===== src/rsm_pkg.sv =====
// rsm_pkg: shared constants for the regulator status and mask register bank
// assumes: 8-bit register offsets reached over an i2c-compatible target port

// ============================================================================
// register bank constants
package rsm_pkg;

  // ==========================================================================
  // serial target address, plain default
  localparam logic [6:0] DEVICE_ADDRESS_DEFAULT = 7'h60;

  // ==========================================================================
  // register offsets
  localparam logic [7:0] OFS_TOP_EVENT       = 8'h19;
  localparam logic [7:0] OFS_SWITCHER_EVENT  = 8'h1b;
  localparam logic [7:0] OFS_LINREG_EVENT    = 8'h1c;
  localparam logic [7:0] OFS_SWITCHER_STATUS = 8'h1e;
  localparam logic [7:0] OFS_LINREG_STATUS   = 8'h1f;
  localparam logic [7:0] OFS_TOP_MASK        = 8'h20;

  // ==========================================================================
  // per-rail field positions, shared by status and event registers
  localparam int RAIL1_ON_BIT      = 7;
  localparam int RAIL1_INVALID_BIT = 6;
  localparam int RAIL1_LIMIT_BIT   = 4;
  localparam int RAIL0_ON_BIT      = 3;
  localparam int RAIL0_INVALID_BIT = 2;
  localparam int RAIL0_LIMIT_BIT   = 0;

  // top mask field positions
  localparam int POWER_OK_SUPPRESS_BIT    = 7;
  localparam int EXT_CLOCK_SUPPRESS_BIT   = 4;
  localparam int HOT_DIE_SUPPRESS_BIT     = 2;
  localparam int LOAD_SAMPLE_SUPPRESS_BIT = 0;

  // ==========================================================================
  // implemented-bit masks and reset values
  localparam logic [7:0] RAIL_STATUS_USED = 8'hdd;
  localparam logic [7:0] RAIL_EVENT_USED  = 8'h55;
  localparam logic [7:0] TOP_MASK_USED    = 8'h95;
  localparam logic [7:0] TOP_MASK_RESET   = 8'h00;
  localparam logic [7:0] FLAG_RESET       = 8'h00;
  localparam logic [3:0] BITS_PER_BYTE    = 4'h8;

  // ==========================================================================
  // serial target states
  typedef enum logic [3:0] {
    RSM_IDLE      = 4'h0,
    RSM_ADDR      = 4'h1,
    RSM_ADDR_ACK  = 4'h2,
    RSM_REG       = 4'h3,
    RSM_REG_ACK   = 4'h4,
    RSM_WRITE     = 4'h5,
    RSM_WRITE_ACK = 4'h6,
    RSM_READ      = 4'h7,
    RSM_READ_ACK  = 4'h8
  } rsm_state_e;

endpackage : rsm_pkg


===== src/rsm_event_latch.sv =====
// rsm_event_latch: sticky event flags, cleared by writing ones
// assumes: set and clear are one-cycle pulses on the same clock

`timescale 1ns/1ps

// ============================================================================
// sticky flag bank
module rsm_event_latch #(
  parameter int               WIDTH = 8,
  parameter logic [WIDTH-1:0] USED  = '1
) (
  input  wire logic             clock,
  input  wire logic             rst,
  input  wire logic [WIDTH-1:0] setIn,
  input  wire logic [WIDTH-1:0] clearIn,
  output logic      [WIDTH-1:0] flags
);

  typedef struct packed {
    logic [WIDTH-1:0] flags;
  } rsm_latch_s;

  rsm_latch_s latchReg;
  rsm_latch_s latchNext;

  if (WIDTH < 1) begin : g_bad_width
    $error("rsm_event_latch: WIDTH must be at least 1");
  end

  // set wins over a clear in the same cycle, so no event is lost
  always_comb begin
    latchNext       = latchReg;
    latchNext.flags = ((latchReg.flags & ~clearIn) | setIn) & USED;
  end

  always_ff @(posedge clock) begin
    if (rst) begin
      latchReg <= '0;
    end else begin
      latchReg <= latchNext;
    end
  end

  assign flags = latchReg.flags;

endmodule : rsm_event_latch


===== src/rsm_regbank.sv =====
// rsm_regbank: raw rail status, sticky rail events and top interrupt mask,
// reached by a host over an i2c-compatible serial target port
// assumes: rail condition inputs are asynchronous levels; top event inputs
// are one-cycle pulses from logic on the same clock; scl/sda are pins
//
// What this block does
// - switcher status bit 7: converter 1 enabled
// - bit 6: converter 1 voltage invalid, raw
// - bit 4: converter 1 current limit, raw
// - switcher status bit 3: converter 0 enabled
// - bit 2: converter 0 voltage invalid, raw
// - bit 0: converter 0 current limit, raw
// - linear status at 0x1f, bit 7: on
// - bit 6: linear 1 voltage invalid, raw
// - bit 4: linear 1 current limit, raw
// - linear status bit 3: linear 0 enabled
// - bit 2: linear 0 voltage invalid, raw
// - bit 0: linear 0 current limit, raw
// - mask bit 7 suppresses power-ok event flag
// - mask bit 4 suppresses external clock event flag
// - mask bit 2 suppresses hot die event flag
// - mask bit 0 suppresses load sample flag
// - event flags stick until host writes one

`timescale 1ns/1ps

// ============================================================================
// top module
module rsm_regbank #(
  parameter logic [6:0] DEVICE_ADDRESS = rsm_pkg::DEVICE_ADDRESS_DEFAULT
) (
  input  wire logic       clock,
  input  wire logic       rst,
  input  wire logic       scl,
  input  wire logic       sdaIn,
  output logic            sdaOut,
  output logic            sdaOeN,
  input  wire logic [1:0] switcherOnFlag,
  input  wire logic [1:0] switcherVoltageInvalid,
  input  wire logic [1:0] switcherCurrentLimiting,
  input  wire logic [1:0] linregOnFlag,
  input  wire logic [1:0] linregVoltageInvalid,
  input  wire logic [1:0] linregCurrentLimiting,
  input  wire logic       powerOkEvent,
  input  wire logic       extClockEvent,
  input  wire logic       hotDieEvent,
  input  wire logic       loadSampleEvent
);

  // ==========================================================================
  // state
  typedef struct packed {
    rsm_pkg::rsm_state_e state;
    logic [3:0]          bitCnt;
    logic [7:0]          shiftByte;
    logic [7:0]          regPtr;
    logic                readMode;
    logic                sdaOeN;
    logic                sclPrev;
    logic                sdaPrev;
    logic [7:0]          topMask;
    logic [11:0]         railPrev;
    logic                wrStrobe;
    logic [7:0]          wrOfs;
    logic [7:0]          wrData;
  } rsm_top_s;

  rsm_top_s r_reg;
  rsm_top_s r_next;

  if (DEVICE_ADDRESS == 7'h00) begin : g_bad_addr
    $error("rsm_regbank: address 0 is the general call address");
  end

  // ==========================================================================
  // helpers
  // packs one rail pair into the shared status layout; bits 5 and 1 stay 0
  function automatic logic [7:0] packStatus(
    input logic [1:0] on,
    input logic [1:0] inv,
    input logic [1:0] lim
  );
    logic [7:0] v;
    v = 8'h00;
    v[rsm_pkg::RAIL1_ON_BIT]      = on[1];
    v[rsm_pkg::RAIL1_INVALID_BIT] = inv[1];
    v[rsm_pkg::RAIL1_LIMIT_BIT]   = lim[1];
    v[rsm_pkg::RAIL0_ON_BIT]      = on[0];
    v[rsm_pkg::RAIL0_INVALID_BIT] = inv[0];
    v[rsm_pkg::RAIL0_LIMIT_BIT]   = lim[0];
    packStatus = v & rsm_pkg::RAIL_STATUS_USED;
  endfunction : packStatus

  // event on any change of validity and on entry into current limit
  function automatic logic [7:0] railEvents(
    input logic [1:0] invNow,
    input logic [1:0] invOld,
    input logic [1:0] limNow,
    input logic [1:0] limOld
  );
    logic [7:0] v;
    v = 8'h00;
    v[rsm_pkg::RAIL1_INVALID_BIT] = invNow[1] ^ invOld[1];
    v[rsm_pkg::RAIL1_LIMIT_BIT]   = limNow[1] & ~limOld[1];
    v[rsm_pkg::RAIL0_INVALID_BIT] = invNow[0] ^ invOld[0];
    v[rsm_pkg::RAIL0_LIMIT_BIT]   = limNow[0] & ~limOld[0];
    railEvents = v;
  endfunction : railEvents

  // unmapped offsets read as zero
  function automatic logic [7:0] readReg(
    input logic [7:0] ofs,
    input logic [7:0] swStat,
    input logic [7:0] lrStat,
    input logic [7:0] swEv,
    input logic [7:0] lrEv,
    input logic [7:0] topEv,
    input logic [7:0] mask
  );
    logic [7:0] v;
    v = 8'h00;
    if (ofs == rsm_pkg::OFS_SWITCHER_STATUS) begin
      v = swStat;
    end else if (ofs == rsm_pkg::OFS_LINREG_STATUS) begin
      v = lrStat;
    end else if (ofs == rsm_pkg::OFS_SWITCHER_EVENT) begin
      v = swEv;
    end else if (ofs == rsm_pkg::OFS_LINREG_EVENT) begin
      v = lrEv;
    end else if (ofs == rsm_pkg::OFS_TOP_EVENT) begin
      v = topEv;
    end else if (ofs == rsm_pkg::OFS_TOP_MASK) begin
      v = mask;
    end
    readReg = v;
  endfunction : readReg

  // ==========================================================================
  // synchronisers for pins and rail conditions
  logic [1:0]  busSync;
  logic [11:0] railSync;
  logic        sclS;
  logic        sdaS;

  rsm_sync #(.WIDTH(2), .IDLE_LEVEL(2'h3)) u_bus_sync (
    .clock   (clock),
    .rst     (rst),
    .asyncIn ({scl, sdaIn}),
    .syncOut (busSync)
  );

  rsm_sync #(.WIDTH(12)) u_rail_sync (
    .clock   (clock),
    .rst     (rst),
    .asyncIn ({switcherOnFlag, switcherVoltageInvalid,
               switcherCurrentLimiting, linregOnFlag,
               linregVoltageInvalid, linregCurrentLimiting}),
    .syncOut (railSync)
  );

  assign sclS = busSync[1];
  assign sdaS = busSync[0];

  // ==========================================================================
  // live status, rebuilt every cycle so nothing is held past its cause
  logic [7:0] switcherStatus;
  logic [7:0] linregStatus;

  assign switcherStatus = packStatus(railSync[11:10], railSync[9:8],
                                     railSync[7:6]);
  assign linregStatus   = packStatus(railSync[5:4], railSync[3:2],
                                     railSync[1:0]);

  // ==========================================================================
  // sticky event flags
  logic [7:0] switcherSet;
  logic [7:0] linregSet;
  logic [7:0] topSet;
  logic [7:0] switcherClear;
  logic [7:0] linregClear;
  logic [7:0] topClear;
  logic [7:0] switcherEvents;
  logic [7:0] linregEvents;
  logic [7:0] topEvents;

  assign switcherSet = railEvents(railSync[9:8], r_reg.railPrev[9:8],
                                  railSync[7:6], r_reg.railPrev[7:6]);
  assign linregSet   = railEvents(railSync[3:2], r_reg.railPrev[3:2],
                                  railSync[1:0], r_reg.railPrev[1:0]);

  // the mask gates only the flag; raw status elsewhere is never touched
  always_comb begin
    topSet = 8'h00;
    topSet[rsm_pkg::POWER_OK_SUPPRESS_BIT] = powerOkEvent &
      ~r_reg.topMask[rsm_pkg::POWER_OK_SUPPRESS_BIT];
    topSet[rsm_pkg::EXT_CLOCK_SUPPRESS_BIT] = extClockEvent &
      ~r_reg.topMask[rsm_pkg::EXT_CLOCK_SUPPRESS_BIT];
    topSet[rsm_pkg::HOT_DIE_SUPPRESS_BIT] = hotDieEvent &
      ~r_reg.topMask[rsm_pkg::HOT_DIE_SUPPRESS_BIT];
    topSet[rsm_pkg::LOAD_SAMPLE_SUPPRESS_BIT] = loadSampleEvent &
      ~r_reg.topMask[rsm_pkg::LOAD_SAMPLE_SUPPRESS_BIT];
  end

  // write-one-to-clear strobes from the registered host write
  always_comb begin
    switcherClear = 8'h00;
    linregClear   = 8'h00;
    topClear      = 8'h00;
    if (r_reg.wrStrobe) begin
      if (r_reg.wrOfs == rsm_pkg::OFS_SWITCHER_EVENT) begin
        switcherClear = r_reg.wrData;
      end else if (r_reg.wrOfs == rsm_pkg::OFS_LINREG_EVENT) begin
        linregClear = r_reg.wrData;
      end else if (r_reg.wrOfs == rsm_pkg::OFS_TOP_EVENT) begin
        topClear = r_reg.wrData;
      end
    end
  end

  rsm_event_latch #(.WIDTH(8), .USED(rsm_pkg::RAIL_EVENT_USED)) u_sw_ev (
    .clock   (clock),
    .rst     (rst),
    .setIn   (switcherSet),
    .clearIn (switcherClear),
    .flags   (switcherEvents)
  );

  rsm_event_latch #(.WIDTH(8), .USED(rsm_pkg::RAIL_EVENT_USED)) u_lr_ev (
    .clock   (clock),
    .rst     (rst),
    .setIn   (linregSet),
    .clearIn (linregClear),
    .flags   (linregEvents)
  );

  rsm_event_latch #(.WIDTH(8), .USED(rsm_pkg::TOP_MASK_USED)) u_top_ev (
    .clock   (clock),
    .rst     (rst),
    .setIn   (topSet),
    .clearIn (topClear),
    .flags   (topEvents)
  );

  // ==========================================================================
  // serial target and register writes
  logic       sclRise;
  logic       sclFall;
  logic       busStart;
  logic       busStop;
  logic [7:0] readValue;

  assign sclRise  = sclS & ~r_reg.sclPrev;
  assign sclFall  = ~sclS & r_reg.sclPrev;
  assign busStart = sclS & r_reg.sclPrev & r_reg.sdaPrev & ~sdaS;
  assign busStop  = sclS & r_reg.sclPrev & ~r_reg.sdaPrev & sdaS;
  assign readValue = readReg(r_reg.regPtr, switcherStatus, linregStatus,
                             switcherEvents, linregEvents, topEvents,
                             r_reg.topMask);

  // bits change only on scl low so start and stop stay unambiguous
  always_comb begin
    r_next          = r_reg;
    r_next.sclPrev  = sclS;
    r_next.sdaPrev  = sdaS;
    r_next.railPrev = railSync;
    r_next.wrStrobe = 1'b0;
    // only the mask is stored here; event offsets clear flags elsewhere, status offsets fall through
    if (r_reg.wrStrobe && r_reg.wrOfs == rsm_pkg::OFS_TOP_MASK) begin
      r_next.topMask = r_reg.wrData & rsm_pkg::TOP_MASK_USED;
    end
    if (busStop) begin
      r_next.state  = rsm_pkg::RSM_IDLE;
      r_next.sdaOeN = 1'b1;
    end else if (busStart) begin
      r_next.state  = rsm_pkg::RSM_ADDR;
      r_next.bitCnt = 4'h0;
      r_next.sdaOeN = 1'b1;
    end else begin
      case (r_reg.state)
        rsm_pkg::RSM_ADDR, rsm_pkg::RSM_REG, rsm_pkg::RSM_WRITE: begin
          if (sclRise) begin
            r_next.shiftByte = {r_reg.shiftByte[6:0], sdaS};
            r_next.bitCnt    = r_reg.bitCnt + 4'h1;
          end else if (sclFall && r_reg.bitCnt == rsm_pkg::BITS_PER_BYTE) begin
            r_next.bitCnt = 4'h0;
            r_next.sdaOeN = 1'b0;
            if (r_reg.state == rsm_pkg::RSM_ADDR) begin
              if (r_reg.shiftByte[7:1] == DEVICE_ADDRESS) begin
                r_next.readMode = r_reg.shiftByte[0];
                r_next.state    = rsm_pkg::RSM_ADDR_ACK;
              end else begin
                r_next.sdaOeN = 1'b1;
                r_next.state  = rsm_pkg::RSM_IDLE;
              end
            end else if (r_reg.state == rsm_pkg::RSM_REG) begin
              r_next.regPtr = r_reg.shiftByte;
              r_next.state  = rsm_pkg::RSM_REG_ACK;
            end else begin
              r_next.wrStrobe = 1'b1;
              r_next.wrOfs    = r_reg.regPtr;
              r_next.wrData   = r_reg.shiftByte;
              r_next.regPtr   = r_reg.regPtr + 8'h01;
              r_next.state    = rsm_pkg::RSM_WRITE_ACK;
            end
          end
        end
        rsm_pkg::RSM_ADDR_ACK: begin
          if (sclFall && r_reg.readMode) begin
            r_next.shiftByte = readValue;
            r_next.sdaOeN    = readValue[7];
            r_next.regPtr    = r_reg.regPtr + 8'h01;
            r_next.state     = rsm_pkg::RSM_READ;
          end else if (sclFall) begin
            r_next.sdaOeN = 1'b1;
            r_next.state  = rsm_pkg::RSM_REG;
          end
        end
        rsm_pkg::RSM_REG_ACK, rsm_pkg::RSM_WRITE_ACK: begin
          if (sclFall) begin
            r_next.sdaOeN = 1'b1;
            r_next.state  = rsm_pkg::RSM_WRITE;
          end
        end
        rsm_pkg::RSM_READ: begin
          if (sclRise) begin
            r_next.bitCnt = r_reg.bitCnt + 4'h1;
          end else if (sclFall && r_reg.bitCnt == rsm_pkg::BITS_PER_BYTE) begin
            r_next.bitCnt = 4'h0;
            r_next.sdaOeN = 1'b1;
            r_next.state  = rsm_pkg::RSM_READ_ACK;
          end else if (sclFall) begin
            r_next.shiftByte = {r_reg.shiftByte[6:0], 1'b0};
            r_next.sdaOeN    = r_reg.shiftByte[6];
          end
        end
        rsm_pkg::RSM_READ_ACK: begin
          // a nack from the host ends the read burst
          if (sclRise && sdaS) begin
            r_next.state = rsm_pkg::RSM_IDLE;
          end else if (sclFall) begin
            r_next.shiftByte = readValue;
            r_next.sdaOeN    = readValue[7];
            r_next.regPtr    = r_reg.regPtr + 8'h01;
            r_next.state     = rsm_pkg::RSM_READ;
          end
        end
        default: begin
          r_next.sdaOeN = 1'b1;
        end
      endcase
    end
  end

  // mask resets to a fixed value; there is no stored default to load
  always_ff @(posedge clock) begin
    if (rst) begin
      r_reg         <= '0;
      r_reg.state   <= rsm_pkg::RSM_IDLE;
      r_reg.sdaOeN  <= 1'b1;
      r_reg.sclPrev <= 1'b1;
      r_reg.sdaPrev <= 1'b1;
      r_reg.topMask <= rsm_pkg::TOP_MASK_RESET;
    end else begin
      r_reg <= r_next;
    end
  end

  assign sdaOut = 1'b0; // open drain: only ever pulls low
  assign sdaOeN = r_reg.sdaOeN;

endmodule : rsm_regbank


===== src/rsm_sync.sv =====
// rsm_sync: two flip-flop synchroniser for a vector of levels
// assumes: each bit is an independent slow level from outside the clock

`timescale 1ns/1ps

// ============================================================================
// synchroniser
module rsm_sync #(
  parameter int               WIDTH      = 1,
  parameter logic [WIDTH-1:0] IDLE_LEVEL = '0
) (
  input  wire logic             clock,
  input  wire logic             rst,
  input  wire logic [WIDTH-1:0] asyncIn,
  output logic      [WIDTH-1:0] syncOut
);

  typedef struct packed {
    logic [WIDTH-1:0] stage1;
    logic [WIDTH-1:0] stage2;
  } rsm_sync_s;

  rsm_sync_s syncReg;
  rsm_sync_s syncNext;

  if (WIDTH < 1) begin : g_bad_width
    $error("rsm_sync: WIDTH must be at least 1");
  end

  // stage1 feeds only stage2, never any logic
  always_comb begin
    syncNext        = syncReg;
    syncNext.stage1 = asyncIn;
    syncNext.stage2 = syncReg.stage1;
  end

  // reset to the idle level so no false edge follows reset
  always_ff @(posedge clock) begin
    if (rst) begin
      syncReg <= {IDLE_LEVEL, IDLE_LEVEL};
    end else begin
      syncReg <= syncNext;
    end
  end

  assign syncOut = syncReg.stage2;

endmodule : rsm_sync

===== config.mk =====
export PLATFORM = sky130hd
export DESIGN_NAME = rsm_regbank
export DESIGN_NICKNAME = d
export VERILOG_FILES = /design/src/rsm_pkg.sv /design/src/rsm_event_latch.sv /design/src/rsm_regbank.sv /design/src/rsm_sync.sv
export SDC_FILE = /design/constraint.sdc
export NUM_CORES = 1
export LEC_CHECK = 0
export ABC_AREA = 1
export BUFFER_PORTS_ARGS = -buffer_cell sky130_fd_sc_hd__buf_2
export CAP_MARGIN = 20
export CORE_AREA = 2 2 129 106
export DETAILED_ROUTE_END_ITERATION = 8
export DIE_AREA = 0 0 131 108
export PLACE_DENSITY_LB_ADDON = 0.2
export SLEW_MARGIN = 20
export SYNTH_ARGS = -nofsm -noshare
export SYNTH_HDL_FRONTEND = slang
export SYNTH_SLANG_ARGS = --single-unit

===== constraint.sdc =====
create_clock -name clock -period 2.05 [get_ports clock]
set_clock_uncertainty 0.2 [all_clocks]
set_input_delay 0.205 -clock clock [delete_from_list [all_inputs] [get_ports clock]]
set_output_delay 0.205 -clock clock [all_outputs]
set_load 0.005 [all_outputs]

# Yosys cells after proc, flatten, opt, wreduce, memory -nomap -nowiden
# Index checks and enable logic that the tools add are counted.
# totals
elab_cells,194
reg_bits,103
input_bits,20
out_inout_bits,2
# op_classes
eq_ne,44
addsub,2
n_reduce_logical,22
n_bitwise,47
n_mux,57
# ops
operator,count
2-to-1 mux 8 bit,18
== test 8 x 5 -> 1 bit (second input constant),8
2-to-1 mux 16 bit,3
2-to-1 mux 4 bit,10
2-to-1 mux 7 bit,5
case mux 8 bit (4 select lines),1
inequality test 2 bit (second input constant),12
inequality test 3 bit (second input constant),8
case mux 8 bit (3 select lines),1
2-to-1 mux 10 bit,2
case mux 4 bit (5 select lines),1
inverter 1 bit,19
2-to-1 mux 17 bit,1
== test 4 x 3 -> 1 bit (second input constant),4
== test 8 x 6 -> 1 bit (second input constant),2
inequality test 4 bit (second input constant),4
AND reduction 8 bit,2
AND 1 bit,15
AND 7 bit,2
inverter 7 bit,2
OR 7 bit,2
AND reduction 7 bit,2
AND reduction 10 bit,1
2-to-1 mux 1 bit,9
25 further kinds,38

# Longest topological paths before layout
# logic_depth
depth_word,10
mapped_depth,15
mapped_depth_nobuf,14

# By module
# Synthesis repeated with hierarchy kept, for this count alone.
# unflattened
cells_unflattened,707
area_unflattened_um2,4862.2
# by_module_without_submodules
mod,seq_area_each_um2,n_inst,area_per_inst_um2,cells_per_inst
rsm_regbank,1141.1,1,3525.9,545
rsm_sync at u_rail_sync,480.5,1,683.2,74
rsm_event_latch,80.1,3,178.9,25
rsm_sync at u_bus_sync,80.1,1,116.4,13

# Worst setup path before layout
# No wires, ideal clock.
# synth_path
path_kind,register -> register
start,reg r_reg[57] (netlist name)
end,reg r_reg[52] (netlist name)
setup_ns,0.118
path_stages_with_launch,12
arrival_time_ns,1.460
required_time_ns,1.732
setup_slack_ns,0.273
path_cell_list,dfxtp_1 > inv_1 > ha_1 > nand3_1 > nor2_4 > inv_1 > nor2_1 > nor3_1 > nand2_2 > buf_6 > nor3_1 > nor2_1
# synth_between
elab_chain_cells,4
# synth_rtl
item,line_no,source
start: declaration,rsm_regbank.sv:68,rsm_top_s r_reg;
start signal: assignment,rsm_regbank.sv:364,r_reg <= r_next;
== test 4 bit,rsm_regbank.sv:327,end else if (sclFall && r_reg.bitCnt == rsm_pkg::BITS_PER_BYTE) begin
logical AND 1 bit,rsm_regbank.sv:327,
inequality test 2 bit (no source line),--,
AND reduction 10 bit (no source line),--,
# Every way passes these cells.
# A chain may end at the register's enable or synchronous reset.

# Final worst setup path
# layout_path
start,"reg u_bus_sync.syncReg, in the netlist u_bus_sync.syncOut[1]"
end,reg r_reg[61] (netlist name)
# layout_between
elab_chain_cells,6
elab_cells_between_ends,25
cone_classes,eq/ne: 7; mux: 4; bitwise: 8; reduce/logical: 6
# layout_rtl
item,line_no,source
start: declaration,rsm_sync.sv:23,rsm_sync_s syncReg;
start signal: assignment,rsm_sync.sv:40,"syncReg <= {IDLE_LEVEL, IDLE_LEVEL};"
start signal: assignment,rsm_sync.sv:42,syncReg <= syncNext;
"parallel branches: the longest is 6 deep, another holds AND reduction 8 bit",--,
# Parallel ways; which one is timed is not known.

==> results.rst <==
.. list-table::
   :header-rows: 1

   * - Metric
     - Value
   * - Most used flip-flop cell after synthesis
     - sky130_fd_sc_hd__dfxtp_1
   * - Delay of the slowest critical-path stage
     - 0.40 ns
   * - Area taken by multi-input logic gates
     - 2050 sq um
   * - Cell type with the highest occurrence count on the critical path
     - sky130_fd_sc_hd__nor2_1
   * - Relative contribution of sequential cells to total power
     - 38.3%
   * - Biggest area consumer among synthesized cells
     - sky130_fd_sc_hd__dfxtp_1
   * - Synthesized netlist net count
     - 661
   * - Count of port buffers added during placement
     - 20
   * - Count of endpoints failing hold in the final timing report
     - 0
   * - Insertion delay of the later-clocked pin in the worst-skew pair
     - 0.34 ns
   * - Aggregate global routing overflow
     - 0
   * - Total number of vias
     - 4015
   * - Minimum period implied by the final worst setup slack
     - 1.90 ns
   * - Endpoint type of the worst setup path
     - flip-flop
   * - I/O Pins
     - 22
   * - Floorplan row count
     - 37
   * - Post-synth ARST share
     - 0%
   * - Top cell type's share of synthesized area
     - 42.5%
   * - Routed wire per std cell
     - 12.5 um
   * - Mux share of post-synthesis cell area
     - 0%
   * - Vias in the first global route
     - 3692
   * - Root buf cell
     - sky130_fd_sc_hd__clkbuf_16
   * - Pwr Density
     - 1060 nW/um^2
   * - Hold slack
     - 0.0237 ns
   * - YS warnings
     - 0
   * - Number of buffers between clock root and the deepest sink
     - 2
   * - Leakage Power
     - 2.43 nW
   * - Share of synthesized area occupied by flip-flops and latches
     - 42.5%
   * - Gr usage total
     - 16.2%
   * - Number of nets in the layout
     - 716
   * - CTS Buf Count
     - 9
   * - CTS tree
     - built
   * - Synthesized-area fraction occupied by xor and xnor cells
     - 1.38%
   * - Register clock-pin slew on the reported worst setup and hold paths
     - 0.07 ns
   * - Number of routed nets with antenna violations
     - 0
   * - Count of buffer and inverter cells on the critical path
     - 0
   * - Flip-flop and latch count after synthesis
     - 94
   * - Maximum number of pins on one net before global-route repair
     - 55
   * - Flip-flop count of the largest register after layout
     - 53
   * - Compound-cell area share of the yosys netlist
     - 15.4%
   * - Total number of H-tree levels
     - 3
   * - Max-cap violations
     - 0
   * - Relative contribution of the clock network to total power
     - 32.7%
   * - Design Area, Final
     - 5410 sq um
   * - Standard cell core area
     - 12700 sq um
   * - Share of power burned in combinational logic
     - 29.0%
   * - Fraction of layout cells with a size suffix above 1
     - 16.5%
   * - Fillers
     - 1286
   * - Number of sinks on the clock net
     - 94
   * - Flip-flop and latch area
     - 1890 sq um
   * - Status
     - completed
   * - Simple-gate area share of the yosys netlist
     - 26.9%
   * - Number of antenna violations at the first check in global routing
     - 0
   * - Register-to-register setup slack
     - 0.15 ns
   * - Synthesized area
     - 4430 sq um
   * - Arrival time worst endpoint
     - 1.93 ns
   * - Finish-stage setup viols
     - 0
   * - Leading cell type by number of instances after synthesis
     - sky130_fd_sc_hd__nand2_1
   * - Peak clock frequency supported by timing
     - 526 MHz
   * - Pins Over Slew Limit
     - 0
   * - Period utilisation layout
     - 92.7%
   * - Final weighted congestion of routability-driven global placement
     - 0.862
   * - Placed Instance Area
     - 4850 sq um
   * - Cell type group with the largest total delay on the critical path
     - simple AND/OR/NAND/NOR gates
   * - Cell-internal power
     - 3.73 mW
   * - Final core utilization
     - 42.5%
   * - Avg Synthesized Cell Area
     - 6.98 sq um
   * - Combinational family with the most area after synthesis
     - simple AND/OR/NAND/NOR gates
   * - Commonest cells in the netlist
     - sky130_fd_sc_hd__nand2_1 (103), sky130_fd_sc_hd__inv_1 (100), sky130_fd_sc_hd__dfxtp_1 (94)
   * - Leading post-synthesis cells by cell area
     - sky130_fd_sc_hd__dfxtp_1 (42%), sky130_fd_sc_hd__nand2_1 (8.7%), sky130_fd_sc_hd__inv_1 (8.5%)
   * - Psw
     - 1.98 mW
   * - Worst setup SP type
     - flip-flop
   * - First-pass GRT wire length
     - 18.1 mm
   * - Number of DRC markers in iteration 0
     - 273
   * - Post-synth EDFFs
     - 0
   * - DRT Wirelength
     - 10.9 mm
   * - Adder-cell share of the synthesized area
     - 1.69%
   * - Die X-Extent
     - 131 um
   * - DRC violations left
     - 0
   * - Type of the worst setup path
     - flip-flop to flip-flop
   * - Signed area change from the synthesized netlist to the final layout
     - 22.1%
   * - Slowest library cell on the worst path
     - sky130_fd_sc_hd__dfxtp_1
   * - Max Fanout on Critical Path
     - 6
   * - Gate Count Post-Synth
     - 635
   * - Hold crit path type
     - primary input to flip-flop
   * - Overall power
     - 5.71 mW
   * - Die outline area
     - 14100 sq um
   * - Initial Util
     - 34.8%
   * - Unique cell type count in the Yosys netlist
     - 38
   * - Required time of the worst setup path
     - 2.08 ns
   * - Sw frac
     - 34.6%
   * - Total inserted antenna cells
     - 0
   * - Height of the chip
     - 108 um
   * - Crit-path cells
     - nand2_1 > nor2_1 > nor2_1 > nor2_1 > nand2_1 > a21oi_2 > nand2_2 > nor3_1 > nor2_1
   * - Maximum resistive drop on vdd
     - 0.000437 V
   * - Half-perimeter wire length of the detailed placement result
     - 7.84 mm
   * - Vias per cell
     - 4.61
   * - First-pass iteration count of the detailed router
     - 4
power by group through the flow:
stage | registers [mW] | logic [mW] | clock network (mW)
3_3_place_gp | 2.22 | 1.54 | 0
2_1_floorplan | 2.15 | 1.18 | 0
5_1_grt | 2.22 | 1.91 | 2.00
6_report | 2.18 | 1.66 | 1.87
4_1_cts | 2.17 | 1.58 | 1.92
3_5_place_dp | 2.22 | 1.55 | 0
routing by layer:
metal	share of wire, %	routed length [um]	track usage (%)	up-vias
li1	-	-	-	2112
met4	1.1	117	4.26	0
met2	43	4700	24.0	63
met1	52	5680	23.8	1830
met5	0	0	0	-
met3	3.6	388	3.61	10
layout make-up:
cell class,count,share of cell area (%)
Clock buffer,9,4.16
Clock inverter,7,2.06
Inverter,113,7.88
Multi-Input combinational cell,409,37.9
Sequential cell,94,34.9
Tap cell,175,4.05
Timing Repair Buffer,63,9.11
worst register-to-register path, delay by kind of cell (launching register included):
kind,cells,cell delay [ns]
AO/OA/AOI/OAI,1,0.19
flip-flops,1,0.40
AND/OR/NAND/NOR,8,0.98
per-stage QoR:
stage          setup TNS [ns]  std cells  setup WS, ns
6_report                    0        870         0.149
5_1_grt              -0.00690        870      -0.00690
4_1_cts                     0        868        0.0571
3_5_place_dp                0        834        0.0797
3_3_place_gp                0        834         0.109
2_1_floorplan               0        635         0.273
logic make-up after synthesis:
logic type,Yosys count
DFF,94
xor gates and xnor gates,7
and+or+nand+nor,267
other,1
adders and majority gates,6
AOI/OAI and AO/OA,127
buffers and inverters,133
worst paths after layout:
| path | start | endpoint | cells after the start |
|---|---|---|---|
| worst max-delay path | u_bus_sync.syncOut[1]$_SDFF_PP1_ | r_reg[61]$_SDFFE_PP0P_ | 9 |
| worst min-delay path | rst | r_reg[61]$_SDFFE_PP0P_ | 4 |
| worst max register to register | u_bus_sync.syncOut[1]$_SDFF_PP1_ | r_reg[61]$_SDFFE_PP0P_ | 9 |
| worst min register to register | u_rail_sync.syncNext[9]$_SDFF_PP0_ | u_rail_sync.syncOut[9]$_SDFF_PP0_ | 2 |
placed cells by master (no fill, tap or decap), types with 3 or more instances in the layout:
master	Yosys	final
sky130_fd_sc_hd__or2_2	6	6
sky130_fd_sc_hd__nand4_1	5	5
sky130_fd_sc_hd__o22ai_1	7	7
sky130_fd_sc_hd__dfxtp_1	94	90
sky130_fd_sc_hd__o21bai_1	3	3
sky130_fd_sc_hd__o21ai_0	57	57
sky130_fd_sc_hd__nor2_2	3	5
sky130_fd_sc_hd__nand3_2	3	3
sky130_fd_sc_hd__inv_6	0	4
sky130_fd_sc_hd__nand3_1	38	38
sky130_fd_sc_hd__dlygate4sd3_1	0	18
sky130_fd_sc_hd__o21ai_1	5	5
sky130_fd_sc_hd__dfxtp_2	0	4
sky130_fd_sc_hd__inv_1	100	98
sky130_fd_sc_hd__clkbuf_16	0	9
sky130_fd_sc_hd__nand2_2	5	6
sky130_fd_sc_hd__inv_2	13	14
sky130_fd_sc_hd__buf_2	7	20
sky130_fd_sc_hd__nor2_1	82	79
sky130_fd_sc_hd__nor2_4	3	4
sky130_fd_sc_hd__xnor2_1	5	5
sky130_fd_sc_hd__nor3_1	13	11
sky130_fd_sc_hd__a21oi_1	45	45
sky130_fd_sc_hd__a21oi_2	4	4
sky130_fd_sc_hd__nand2_1	103	103
sky130_fd_sc_hd__ha_1	6	5
sky130_fd_sc_hd__buf_4	2	23
what timing repair did:
action | in CTS | in global routing
gates resized for setup | 0 | 15
buffers inserted | 0 | 1
endpoints found under the setup margin | 0 | 19
hold buffers | 18 | 0
hold endpoints to repair | 18 | 0
(Power assumes the default switching activity.)
